File: src/hw/tgas_buf.sv
package tgas_pkg;
    // register byte offsets
    localparam logic [7:0] TGAS_OFF_CTRL   = 8'h00;
    localparam logic [7:0] TGAS_OFF_STATUS = 8'h04;
    localparam logic [7:0] TGAS_OFF_RUN    = 8'h08;
    localparam logic [7:0] TGAS_OFF_OFF    = 8'h0C;
    localparam logic [7:0] TGAS_OFF_CUR    = 8'h10;
    localparam logic [7:0] TGAS_OFF_END    = 8'h14;
    localparam logic [7:0] TGAS_OFF_COUNT  = 8'h18;
    // control and status bit positions
    localparam int TGAS_CTRL_START  = 0;
    localparam int TGAS_CTRL_STOP   = 1;
    localparam int TGAS_CTRL_NEGPOL = 2;
    localparam int TGAS_STS_RUN     = 0;
    localparam int TGAS_STS_ONPH    = 1;
    localparam int TGAS_STS_DONE    = 2;
    localparam int TGAS_STS_GATE    = 3;
    // reset values
    localparam logic [31:0] TGAS_RST_RUN = 32'h0000_0001;
    localparam logic [31:0] TGAS_RST_OFF = 32'h0000_0001;
    localparam logic [31:0] TGAS_RST_END = 32'h0000_0000;
    // bus answers
    localparam logic [1:0] TGAS_RESP_OKAY   = 2'h0;
    localparam logic [1:0] TGAS_RESP_SLVERR = 2'h2;
    // timing
    localparam int TGAS_CLK_PERIOD_NS = 25;
    localparam int TGAS_US_NS         = 1000;
    localparam int TGAS_CYC_PER_US    = TGAS_US_NS / TGAS_CLK_PERIOD_NS;
    localparam int TGAS_MIN_OFF_NS    = 200;
    localparam int TGAS_MIN_OFF_CYC   = TGAS_MIN_OFF_NS / TGAS_CLK_PERIOD_NS;

    typedef enum logic [3:0] {
        TGAS_IDLE = 4'b0001,
        TGAS_ON   = 4'b0010,
        TGAS_CAPT = 4'b0100,
        TGAS_OFF  = 4'b1000
    } tgas_state_t;

    // one stored record: address and counter snapshot
    typedef struct packed {
        logic [31:0] addr;
        logic [31:0] data;
    } tgas_rec_t;
endpackage : tgas_pkg

module tgas_buf
    import tgas_pkg::*;
#(
    parameter int W = 64
) (
    // clock and reset
    input  wire logic         ref_clk,
    input  wire logic         rst,
    // filling side
    input  wire logic         in_valid,
    output logic              in_ready,
    input  wire logic [W-1:0] in_data,
    // draining side
    output logic              out_valid,
    input  wire logic         out_ready,
    output logic [W-1:0]      out_data
);
    typedef struct packed {
        logic [1:0]   cnt;
        logic [W-1:0] slot0;
        logic [W-1:0] slot1;
        logic         in_rdy;
        logic         out_vld;
    } tgas_buf_st_t;

    tgas_buf_st_t q;
    tgas_buf_st_t n;
    logic         push;
    logic         pop;

    // two-entry queue, slot0 is always the head
    always_comb begin
        n    = q;
        push = in_valid && q.in_rdy;
        pop  = q.out_vld && out_ready;
        case (q.cnt)
            2'd0: begin
                if (push) begin
                    n.slot0 = in_data;
                    n.cnt   = 2'd1;
                end
            end
            2'd1: begin
                if (push && pop) begin
                    n.slot0 = in_data;
                end else if (push) begin
                    n.slot1 = in_data;
                    n.cnt   = 2'd2;
                end else if (pop) begin
                    n.cnt = 2'd0;
                end
            end
            default: begin
                if (pop) begin
                    n.slot0 = q.slot1;
                    n.cnt   = 2'd1;
                end
            end
        endcase
        n.in_rdy  = (n.cnt != 2'd2);
        n.out_vld = (n.cnt != 2'd0);
    end

    always_ff @(posedge ref_clk) begin
        if (rst) begin
            q <= '0;
        end else begin
            q <= n;
        end
    end

    assign in_ready  = q.in_rdy;
    assign out_valid = q.out_vld;
    assign out_data  = q.slot0;
endmodule : tgas_buf

File: src/hw/tgas_top.sv
// Notes on behaviour
// - RUN duration register takes microseconds, 1 to 4,294,967,295.
// - reading RUN returns the stored microsecond count.
// - OFF duration register takes microseconds, 1 to 4,294,967,295.
// - OFF duration of zero gives a short gap of about 200 ns.
// - reading OFF returns the stored microsecond count.
// - internal gate alternates ON for RUN and OFF for OFF duration.
// - start command begins capture paced by internal gate with stored durations.
// - after reset capture is stopped until start arrives.
// - one record per period, from current address up to end address.
// - stop command halts capture at once, mid-period included.
// - external gate stays effective; host holds it ON for timer-only pacing.
// - external gate ON when input open, positive polarity by default.
// - stop also halts counting and every paced capture.
// - capture stops by itself once the record for the end address is taken.
module tgas_top
    import tgas_pkg::*;
(
    // clock and reset
    input  wire logic        ref_clk,
    input  wire logic        rst,
    // axi4-lite write address and data
    input  wire logic [7:0]  s_axi_awaddr,
    input  wire logic        s_axi_awvalid,
    output logic             s_axi_awready,
    input  wire logic [31:0] s_axi_wdata,
    input  wire logic [3:0]  s_axi_wstrb,
    input  wire logic        s_axi_wvalid,
    output logic             s_axi_wready,
    // axi4-lite write response
    output logic [1:0]       s_axi_bresp,
    output logic             s_axi_bvalid,
    input  wire logic        s_axi_bready,
    // axi4-lite read
    input  wire logic [7:0]  s_axi_araddr,
    input  wire logic        s_axi_arvalid,
    output logic             s_axi_arready,
    output logic [31:0]      s_axi_rdata,
    output logic [1:0]       s_axi_rresp,
    output logic             s_axi_rvalid,
    input  wire logic        s_axi_rready,
    // external gate pin and counter side
    input  wire logic        ext_gate_pin,
    input  wire logic [31:0] snap_data,
    output logic             count_en,
    // record stream
    output logic             rec_valid,
    input  wire logic        rec_ready,
    output tgas_rec_t        rec_data
);
    typedef struct packed {
        tgas_state_t st;
        logic [5:0]  pre;
        logic [31:0] us;
        logic [31:0] run_us;
        logic [31:0] off_us;
        logic [31:0] cur_addr;
        logic [31:0] end_addr;
        logic [31:0] rec_cnt;
        logic        neg_pol;
        logic        done;
        logic        cnt_en;
        logic [1:0]  gsync;
        logic        push;
        tgas_rec_t   rec;
        logic        aw_full;
        logic        w_full;
        logic [7:0]  awaddr;
        logic [31:0] wdata;
        logic [3:0]  wstrb;
        logic        awready;
        logic        wready;
        logic        bvalid;
        logic [1:0]  bresp;
        logic        arready;
        logic        rvalid;
        logic [31:0] rdata;
        logic [1:0]  rresp;
    } tgas_top_st_t;

    tgas_top_st_t q;
    tgas_top_st_t n;
    logic         buf_in_ready;
    logic         start_w;
    logic         stop_w;
    logic         gate_on;
    logic [31:0]  run_eff;

    // byte-lane merge of a write into a register
    function automatic logic [31:0] merge(input logic [31:0] old, input logic [31:0] wd,
                                          input logic [3:0] be);
        logic [31:0] r;
        r = old;
        for (int i = 0; i < 4; i++) begin
            if (be[i]) begin
                r[8*i +: 8] = wd[8*i +: 8];
            end
        end
        return r;
    endfunction : merge

    // end of a microsecond-timed phase
    function automatic logic phase_end(input logic [5:0] pre, input logic [31:0] us,
                                       input logic [31:0] len);
        return (pre == 6'(TGAS_CYC_PER_US - 1)) && (us == len - 32'h0000_0001);
    endfunction : phase_end

    // whole next state: bus slave, gate sync and sequencer
    always_comb begin
        n       = q;
        start_w = 1'b0;
        stop_w  = 1'b0;
        run_eff = (q.run_us == 32'h0000_0000) ? 32'h0000_0001 : q.run_us;
        gate_on = q.gsync[1] ^ q.neg_pol;
        n.gsync = {q.gsync[0], ext_gate_pin};

        // write channels taken in either order
        if (s_axi_awvalid && q.awready) begin
            n.aw_full = 1'b1;
            n.awaddr  = s_axi_awaddr;
        end
        if (s_axi_wvalid && q.wready) begin
            n.w_full = 1'b1;
            n.wdata  = s_axi_wdata;
            n.wstrb  = s_axi_wstrb;
        end
        if (q.bvalid && s_axi_bready) begin
            n.bvalid = 1'b0;
        end
        if (q.aw_full && q.w_full && !q.bvalid) begin
            n.aw_full = 1'b0;
            n.w_full  = 1'b0;
            n.bvalid  = 1'b1;
            n.bresp   = TGAS_RESP_OKAY;
            case ({q.awaddr[7:2], 2'b00})
                TGAS_OFF_CTRL: begin
                    if (q.wstrb[0]) begin
                        start_w   = q.wdata[TGAS_CTRL_START];
                        stop_w    = q.wdata[TGAS_CTRL_STOP];
                        n.neg_pol = q.wdata[TGAS_CTRL_NEGPOL];
                    end
                end
                TGAS_OFF_STATUS: ;
                TGAS_OFF_COUNT: ;
                TGAS_OFF_RUN: n.run_us = merge(q.run_us, q.wdata, q.wstrb);
                TGAS_OFF_OFF: n.off_us = merge(q.off_us, q.wdata, q.wstrb);
                TGAS_OFF_CUR: begin
                    if (q.st == TGAS_IDLE) begin
                        n.cur_addr = merge(q.cur_addr, q.wdata, q.wstrb);
                    end
                end
                TGAS_OFF_END: n.end_addr = merge(q.end_addr, q.wdata, q.wstrb);
                default: n.bresp = TGAS_RESP_SLVERR;
            endcase
        end
        n.awready = !n.aw_full;
        n.wready  = !n.w_full;

        // read channel, answer one cycle after the address
        if (q.rvalid && s_axi_rready) begin
            n.rvalid = 1'b0;
        end
        if (s_axi_arvalid && q.arready) begin
            n.rvalid = 1'b1;
            n.rresp  = TGAS_RESP_OKAY;
            n.rdata  = 32'h0000_0000;
            case ({s_axi_araddr[7:2], 2'b00})
                TGAS_OFF_CTRL: n.rdata[TGAS_CTRL_NEGPOL] = q.neg_pol;
                TGAS_OFF_STATUS: begin
                    n.rdata[TGAS_STS_RUN]  = (q.st != TGAS_IDLE);
                    n.rdata[TGAS_STS_ONPH] = (q.st == TGAS_ON);
                    n.rdata[TGAS_STS_DONE] = q.done;
                    n.rdata[TGAS_STS_GATE] = gate_on;
                end
                TGAS_OFF_RUN:   n.rdata = q.run_us;
                TGAS_OFF_OFF:   n.rdata = q.off_us;
                TGAS_OFF_CUR:   n.rdata = q.cur_addr;
                TGAS_OFF_END:   n.rdata = q.end_addr;
                TGAS_OFF_COUNT: n.rdata = q.rec_cnt;
                default:        n.rresp = TGAS_RESP_SLVERR;
            endcase
        end
        n.arready = !n.rvalid;

        // sequencer
        case (q.st)
            TGAS_IDLE: begin
                if (start_w && !stop_w) begin
                    n.rec_cnt = 32'h0000_0000;
                    n.pre     = 6'h00;
                    n.us      = 32'h0000_0000;
                    if (q.cur_addr <= q.end_addr) begin
                        n.st   = TGAS_ON;
                        n.done = 1'b0;
                    end else begin
                        n.done = 1'b1;
                    end
                end
            end
            TGAS_ON: begin
                n.pre = q.pre + 6'h01;
                if (q.pre == 6'(TGAS_CYC_PER_US - 1)) begin
                    n.pre = 6'h00;
                    n.us  = q.us + 32'h0000_0001;
                end
                if (phase_end(q.pre, q.us, run_eff)) begin
                    n.st   = TGAS_CAPT;
                    n.push = 1'b1;
                    n.rec  = '{addr: q.cur_addr, data: snap_data};
                end
            end
            TGAS_CAPT: begin
                if (q.push && buf_in_ready) begin
                    n.push     = 1'b0;
                    n.rec_cnt  = q.rec_cnt + 32'h0000_0001;
                    n.cur_addr = q.cur_addr + 32'h0000_0001;
                    n.pre      = 6'h00;
                    n.us       = 32'h0000_0000;
                    if (q.cur_addr == q.end_addr) begin
                        n.st   = TGAS_IDLE;
                        n.done = 1'b1;
                    end else begin
                        n.st = TGAS_OFF;
                    end
                end
            end
            TGAS_OFF: begin
                n.pre = q.pre + 6'h01;
                if (q.off_us == 32'h0000_0000) begin
                    if (q.pre == 6'(TGAS_MIN_OFF_CYC - 1)) begin
                        n.st  = TGAS_ON;
                        n.pre = 6'h00;
                    end
                end else begin
                    if (q.pre == 6'(TGAS_CYC_PER_US - 1)) begin
                        n.pre = 6'h00;
                        n.us  = q.us + 32'h0000_0001;
                    end
                    if (phase_end(q.pre, q.us, q.off_us)) begin
                        n.st = TGAS_ON;
                        n.us = 32'h0000_0000;
                    end
                end
            end
            default: n.st = TGAS_IDLE;
        endcase
        if (stop_w) begin
            n.st   = TGAS_IDLE;
            n.push = 1'b0;
        end
        n.cnt_en = (n.st == TGAS_ON) && gate_on;
    end

    // state register, comes up stopped
    always_ff @(posedge ref_clk) begin
        if (rst) begin
            q        <= '0;
            q.st     <= TGAS_IDLE;
            q.run_us <= TGAS_RST_RUN;
            q.off_us <= TGAS_RST_OFF;
            q.end_addr <= TGAS_RST_END;
        end else begin
            q <= n;
        end
    end

    // record buffer between sequencer and receiver
    tgas_buf #(
        .W($bits(tgas_rec_t))
    ) u_buf (
        .ref_clk   (ref_clk),
        .rst       (rst),
        .in_valid  (q.push),
        .in_ready  (buf_in_ready),
        .in_data   (q.rec),
        .out_valid (rec_valid),
        .out_ready (rec_ready),
        .out_data  (rec_data)
    );

    // outputs from state flops
    assign s_axi_awready = q.awready;
    assign s_axi_wready  = q.wready;
    assign s_axi_bvalid  = q.bvalid;
    assign s_axi_bresp   = q.bresp;
    assign s_axi_arready = q.arready;
    assign s_axi_rvalid  = q.rvalid;
    assign s_axi_rdata   = q.rdata;
    assign s_axi_rresp   = q.rresp;
    assign count_en      = q.cnt_en;

    logic [39:0] on_len;
    always_ff @(posedge ref_clk) begin
        if (rst || q.st != TGAS_ON) begin
            on_len <= 40'h00_0000_0000;
        end else begin
            on_len <= on_len + 40'h00_0000_0001;
        end
    end
endmodule : tgas_top

File: config.mk
export PLATFORM = sky130hd
export DESIGN_NAME = tgas_top
export DESIGN_NICKNAME = d
export VERILOG_FILES = /design/src/hw/tgas_buf.sv /design/src/hw/tgas_top.sv
export SDC_FILE = /design/constraint.sdc
export NUM_CORES = 1
export LEC_CHECK = 0
export BUFFER_PORTS_ARGS = -buffer_cell sky130_fd_sc_hd__buf_2
export CAP_MARGIN = 40
export CORE_ASPECT_RATIO = 0.6
export CORE_MARGIN = 8
export CORE_UTILIZATION = 50
export CTS_CLUSTER_SIZE = 30
export DETAILED_ROUTE_END_ITERATION = 10
export GPL_TIMING_DRIVEN = 0
export PLACE_DENSITY = 0.69
export SYNTH_ARGS = -nofsm -noshare
export SYNTH_HDL_FRONTEND = slang
export SYNTH_HIERARCHICAL = 1
export SYNTH_SLANG_ARGS = --single-unit
export TNS_END_PERCENT = 10
File: constraint.sdc
create_clock -name ref_clk -period 6.43 [get_ports ref_clk]
set_clock_uncertainty 0.05 [all_clocks]
set_input_delay 0.3215 -clock ref_clk [delete_from_list [all_inputs] [get_ports ref_clk]]
set_output_delay 0.3215 -clock ref_clk [all_outputs]
set_load 0.01 [all_outputs]
==> impl_results.md, run 1 <==
- Vias in the first global route: 22500
- Internal: 4.78 mW
- Iter 0 DRT Violations: 3057
- Initial Util: 50.5%
- Layout Area Growth over Synthesis: 16.9%
- Drt total wl: 93.8 mm
- Hold depth: 4
- Full die area: 0.0590 sq mm
- Fin. max-slew vios: 0
- Post-synth top area share: 38.1%
- Layout cells sized above 1: 13.8%
- CTS H-Tree Depth: 2
- PD cells: 210 mW/mm^2
- GR peak layer: met1
- Syn avg cell area: 8.45 sq um
- Leakage power: 11.7 nW
- Antenna violations before repair: 1
- Clock slew at reported path FFs: 0.06 ns
- Clock Power Share: 45.2%
- Gr usage total: 30.4%
- Vias per cell: 5.96
- Critical path cell sequence: clkbuf_1 > nor2_1 > nand2_1 > nor4b_4 > nor2_1 > ha_1 > nor4b_1 > nand4_1 > nor4_1 > xnor2_1 > nor4_1 > nand4_1 > nor2_2 > buf_6 > buf_8 > mux2i_1 > nor2_1
- R2R cell count: 17
- Placed wire-length estimate: 72.9 mm
- Synthesized instance count: 3030
- Dpl cells: 3936
- M1 GR Usage: 45.7%
- Final setup viols: 0
- EDFF count, synth: 0
- Post-Syn Area: 0.0256 sq mm
- Stages on worst setup path: 17
- Core area: 0.0508 sq mm
- Crit-path max cell delay: 0.74 ns
- Num CTS Buffers: 48
- TritonRoute pass-1 iters: 6
- Sequential cell area fraction in the yosys report: 38.1%
- Cell variety after synth: 91
- Max Fclk: 161 MHz
- Sw frac: 24.1%
- # fillers: 4563
- IO Count: 200
- Commonest cells post-synth: 487 x dfxtp_1, 348 x nor2_1, 260 x mux2i_1, 250 x nand2_1, 199 x nand2b_1
- Sequential Power Share: 49.2%
- Clock Latency Late Sink: 0.58 ns
- Top Family by Delay on Critical Path: simple AND/OR/NAND/NOR gates
- Setup TNS: 0 ns
- P_sw: 1.52 mW
- Port buffer count: 191
- Largest net degree at the start of global routing: 15
- Worst Setup Path Type: reg -> reg
- Top-count cell post-synth: dfxtp_1
- Peak supply drop: 180 uV
- RSZ-0062 raised after global routing: no
- Most used cell along the critical path: nor2_1
- Post-synth top area cell: dfxtp_1
- Die width: 308 microns
- WP data arrival: 6.60 ns
- CTS root buffer: clkbuf_16
- CP Capture Type: register
- Comb pwr share: 5.6%
- Hold Violations, Final: 0
- Slew at the pin closest to its max-slew limit: 1.03 ns
- Worst min-delay path class: in -> reg
- Maxcap violations: 0
- GR Util met3: 12.3%
- CP bufs+invs: 3
- Total number of vias: 24500
- Yosys Warn Count: 6
- Synth area leaders: dfxtp_1 38%, mux2i_1 10%, nor2_1 5.1%
- Met2 Use GR: 39.3%
- Clk sink count: 487
- Critical Path RT: 6.83 ns
- Tmin final: 6.20 ns
- #FFs+latches synth: 487
- Total gr overflow: 0
- Outcome: complete, no violations
- Die Height: 191 microns
- ANT nets after route: 0
- Synth async-reset ratio: 0%
- Power, Total: 6.30 mW
- Synth Flop Type: dfxtp_1
- Max clock buf depth: 3
- TritonCTS clock tree: built
- Global-route wire length before repair: 139 mm
- Final period util: 96.5%
- Rel. slew slack: 31.4%
- Gpl congestion: 1.02
- Crit path max fanout: 10
- Nets: 3501
- Post-cts resize count: 0
- Crit start category: register
- CP max stage cell: nor4_1
- Final std cells w/o fill: 4102
- FP Rows: 64
- # DRC: 0
- Drt wl/cell: 22.9 microns
power groups by stage:
stage | Clock, mW | Sequential, mW | Combinational, mW
floorplan | 0 | 3.14 | 0.166
global placement | 0 | 3.16 | 0.291
detailed placement | 0 | 3.16 | 0.303
CTS | 2.87 | 3.09 | 0.339
global route | 3.01 | 3.10 | 0.373
finish | 2.85 | 3.10 | 0.354
worst paths after layout:
check | slack [ns] | startpoint | endpoint
setup / recovery | 0.23 | q[307]$_SDFFE_PP0P_ | q[109]$_SDFFE_PP0P_
hold / removal | 0.02 | s_axi_rready | s_axi_rvalid$_SDFF_PP0_
setup reg to reg | 0.23 | q[307]$_SDFFE_PP0P_ | q[109]$_SDFFE_PP0P_
hold reg to reg | 0.40 | n[153]$_SDFF_PP0_ | q[153]$_SDFF_PP0_
sequential cells by signal, summed over array words and instances (netlist names):
signal	cells
u_buf/in_ready	1
s_axi_bresp	1
s_axi_bvalid	1
n	1
u_buf/out_valid	1
s_axi_wready	1
s_axi_rdata	32
u_buf/q	66
q	314
s_axi_rvalid	1
u_buf/out_data	64
s_axi_awready	1
s_axi_rresp	1
s_axi_arready	1
count_en	1
stage by stage:
step,hold slack (ns),setup slack [ns],area (sq um),util (%)
floorplan,0.364,2.60,25600,-
global placement,0.378,0.497,27400,54.1
detailed placement,0.380,0.537,27600,54.4
CTS,0.00249,0.483,29900,58.9
global route,0.0290,0.344,29900,59.0
finish,0.0155,0.226,29900,59.0
worst register-to-register path: cells and delay by family, from the launching register on:
kind                       cells  cell delay, ns
adders and majority gates      1            0.25
and+or+nand+nor               11            4.23
muxes                          1            0.24
buffers and inverters          3            0.86
DFF                            1            0.31
xor gates and xnor gates       1            0.11
layer usage:
layer  vias up  share of wire, %
met5         -                 0
met4         0               2.1
met3       146                14
met2      1356                38
met1     11700                46
li1      11200                 -
cell type report:
cell class,instances,area (sq um),share of cell area (%)
Buffer,314,1740,5.82
Clock inverter,15,146,0.489
Sequential cell,487,9750,32.6
Clock buffer,72,1400,4.69
Inverter,117,439,1.47
Antenna cell,3,7.51,0.0251
Tap cell,693,867,2.90
Multi-Input combinational cell,2113,13700,45.7
Timing Repair Buffer,288,1890,6.31
cells by family after synthesis:
group	Yosys count	synth area share (%)
other	1	0.0146
adders and majority gates	39	1.91
xor gates and xnor gates	112	3.83
AOI/OAI and AO/OA	556	15.0
buffers and inverters	431	8.52
and+or+nand+nor	1142	22.4
DFF	487	38.1
muxes	262	10.3
cell usage in the layout (no fill, tap or decap), types with 10 or more instances in the layout:
cell type / n
dfxtp_1: 487
nor2_1: 348
mux2i_1: 260
nand2_1: 250
buf_2: 219
nand2b_1: 199
clkbuf_1: 169
a21oi_1: 121
inv_1: 117
buf_4: 117
o21ai_0: 101
nand3_1: 77
dlygate4sd3_1: 74
a221oi_1: 73
o31ai_1: 72
xor2_1: 59
nor3_1: 56
xnor2_1: 53
clkbuf_16: 50
ha_1: 39
nor4_1: 36
a311oi_1: 35
and3_1: 33
a22oi_1: 33
nand4_1: 30
a21o_1: 23
or3_1: 17
buf_6: 16
a211oi_1: 16
buf_1: 14
and2_1: 12
nor3b_1: 11
a31oi_1: 10
and4_1: 10
timing repair:
action / in CTS / in global routing
hold endpoints to repair: 74 / 0
setup endpoints to repair: 0 / 1
hold buffers: 74 / 0
buffers inserted: 0 / 1
(Power assumes the default switching activity.)
==> run 2: changes to the inputs <==
--- a/config.mk
+++ b/config.mk
@@ -5,7 +5,7 @@
 export SDC_FILE = /design/constraint.sdc
 export NUM_CORES = 1
 export LEC_CHECK = 0
-export BUFFER_PORTS_ARGS = -buffer_cell sky130_fd_sc_hd__buf_2
+export BUFFER_PORTS_ARGS = -buffer_cell sky130_fd_sc_hd__clkbuf_2
 export CAP_MARGIN = 40
 export CORE_ASPECT_RATIO = 0.6
 export CORE_MARGIN = 8
==> impl_results.md, run 2 (synthesized netlist as in run 1, its figures left out) <==
- TritonRoute pass-1 iters: 8 (+2)
- Core area: 0.0508 sq mm (unchanged)
- Reg2reg end: q[93]$_SDFFE_PP0P_
- Gpl congestion: 1.08 (+6.0%)
- Reg2reg setup slack: 0.31 ns (+0.09 ns)
- Hold Violations, Final: 0 (unchanged)
- Worst Setup Path Type: reg -> reg
- FP Rows: 64 (unchanged)
- Internal: 4.74 mW (-0.79%)
- Drt total wl: 93.4 mm (-0.44%)
- Iter 0 DRT Violations: 3172 (+3.8%)
- WP data arrival: 6.51 ns (-0.09 ns)
- Antenna violations before repair: 0 (-1)
- Clock Latency Late Sink: 0.58 ns (about the same)
- Crit path max fanout: 10 (unchanged)
- Rel. slew slack: 32.5% (+1.2 points)
- Comb pwr share: 5.7% (about the same)
- Slew at the pin closest to its max-slew limit: 1.01 ns (-0.0151 ns)
- Final period util: 95.2% (-1.3 points)
- Vias in the first global route: 23100 (+2.4%)
- Crit start category: register
- Full die area: 0.0590 sq mm (unchanged)
- Max clock buf depth: 3 (unchanged)
- CTS root buffer: clkbuf_16
- Peak supply drop: 189 uV (+4.8%)
- Crit-path max cell delay: 0.60 ns (-0.14 ns)
- # DRC: 0 (unchanged)
- Clock Power Share: 45.0% (-0.2 points)
- Port buffer count: 191 (unchanged)
- Max Fclk: 163 MHz (+1.4%)
- P_sw: 1.54 mW (+0.99%)
- Total gr overflow: 0 (unchanged)
- Crit path to: q[93]$_SDFFE_PP0P_
- Initial Util: 50.5% (unchanged)
- Most used cell along the critical path: nor2_1
- Layout cells sized above 1: 14.0% (+0.20 points)
- Crit path from: q[300]$_SDFFE_PP0P_
- Sw frac: 24.5% (+0.33 points)
- RR Startpoint: q[300]$_SDFFE_PP0P_
- Critical path cell sequence: buf_2 > nor4_4 > nand4_1 > nor4b_4 > nor2_1 > ha_1 > or3b_2 > nor2_1 > mux2i_1 > a21bo_2 > or4_1 > nor3_1 > nand4_1 > buf_4 > nor2_2 > buf_6 > buf_12 > mux2i_1 > nor2_1
- CTS H-Tree Depth: 2 (unchanged)
- RSZ-0062 raised after global routing: no
- Gr usage total: 30.4% (about the same)
- Clock slew at reported path FFs: 0.07 ns (about the same)
- Max reg flops: 314 (unchanged)
- Layout Area Growth over Synthesis: 16.8% (about the same)
- Critical Path RT: 6.83 ns (about the same)
- Final setup viols: 0 (unchanged)
- Die width: 308 microns (unchanged)
- Setup TNS: 0 ns (unchanged)
- PD cells: 210 mW/mm^2 (-0.33%)
- TritonCTS clock tree: built
- Hold WS: 0.00803 ns (-0.00743 ns)
- Tmin final: 6.12 ns (-0.0853 ns)
- # fillers: 4559 (-0.088%)
- Reg with most FFs: q
- Post-cts resize count: 0 (unchanged)
- Num CTS Buffers: 47 (-2.1%)
- CP Capture Type: register
- Nets: 3502 (+0.029%)
- Most frequent cells in the layout: 487 x dfxtp_1, 348 x nor2_1, 260 x mux2i_1, 250 x nand2_1, 199 x nand2b_1
- Global-route wire length before repair: 140 mm (+0.67%)
- Outcome: complete, no violations
- Drt wl/cell: 22.8 microns (-0.39%)
- Vias per cell: 6.00 (+0.66%)
- Placed wire-length estimate: 72.8 mm (-0.14%)
- Sequential Power Share: 49.3% (about the same)
- CP max stage cell: or4_1
- Fin worst setup slack: 0.312 ns (+0.0853 ns)
- Ant diodes: 0 (-3)
- Leakage power: 11.6 nW (-0.64%)
- ANT nets after route: 0 (unchanged)
- Most common cell after layout, fill and taps aside: dfxtp_1
- IO Count: 200 (unchanged)
- R2R cell count: 19 (+2)
- Setup WS pre-CTS: 0.388 ns (-0.150 ns)
- Worst min-delay path class: in -> reg
- Fin. max-slew vios: 0 (unchanged)
- Total number of vias: 24600 (+0.61%)
- Die Height: 191 microns (unchanged)
- Largest net degree at the start of global routing: 15 (unchanged)
- Clk sink count: 487 (unchanged)
- Maxcap violations: 0 (unchanged)
[run 2: worst min-delay path by stage]
stage	from	end	cells past startpoint	slack (ns)
2_1_floorplan	n[153]$_SDFF_PP0_	q[153]$_SDFF_PP0_	1	0.36
3_3_place_gp	n[153]$_SDFF_PP0_	q[153]$_SDFF_PP0_	1	0.40
3_5_place_dp	n[153]$_SDFF_PP0_	q[153]$_SDFF_PP0_	1	0.41
4_1_cts	s_axi_wstrb[3]	q[44]$_SDFFE_PP0P_	3	0.004
5_1_grt	s_axi_wstrb[3]	q[44]$_SDFFE_PP0P_	3	0.01
6_report	s_axi_wstrb[3]	q[44]$_SDFFE_PP0P_	3	0.008
[run 2: cell type report]
type                            count  area [sq um]  area share, %
Clock inverter                     17           165          0.552
Timing Repair Buffer              290          1910           6.37
Clock buffer                       69          1360           4.54
Sequential cell                   487          9750           32.6
Inverter                          117           439           1.47
Buffer                            314          1740           5.82
Tap cell                          693           867           2.90
Multi-Input combinational cell   2113         13700           45.8
[run 2: power groups by stage]
stage               Sequential (mW)  Combinational, mW  Clock (mW)
floorplan                      3.14              0.166           0
global placement               3.16              0.294           0
detailed placement             3.16              0.310           0
CTS                            3.09              0.345        2.84
global route                   3.10              0.377        2.97
finish                         3.10              0.358        2.82
[run 2: layer usage]
metal / share of wire [%] / global-route usage [%]
met1: 46 / 45.2
met2: 38 / 41.0
met3: 14 / 11.2
met4: 2.3 / 7.00
met5: 0 / 0
[run 2: critical path, delay by kind of cell, from the launching register on]
family | cells | cell delay, ns
buffers and inverters | 4 | 0.87
AO/OA/AOI/OAI | 1 | 0.35
AND/OR/NAND/NOR | 11 | 3.31
adder cells (fa/ha/maj) | 1 | 0.28
flip-flops | 1 | 0.30
multiplexers | 2 | 0.76
[run 2: per-stage QoR]
step | instances | util [%] | power (mW) | area (sq um)
floorplan | 3031 | - | 3.30 | 25600
global placement | 3915 | 54.1 | 3.46 | 27400
detailed placement | 3937 | 54.5 | 3.47 | 27700
CTS | 4094 | 58.9 | 6.28 | 29900
global route | 4100 | 59.0 | 6.45 | 29900
finish | 4100 | 59.0 | 6.28 | 29900
[run 2: what timing repair did]
item / 4_1_cts / 5_1_grt
buffers inserted: 0 / 2
setup endpoints to repair: 0 / 38
hold buffers: 71 / 0
hold endpoints to repair: 71 / 0
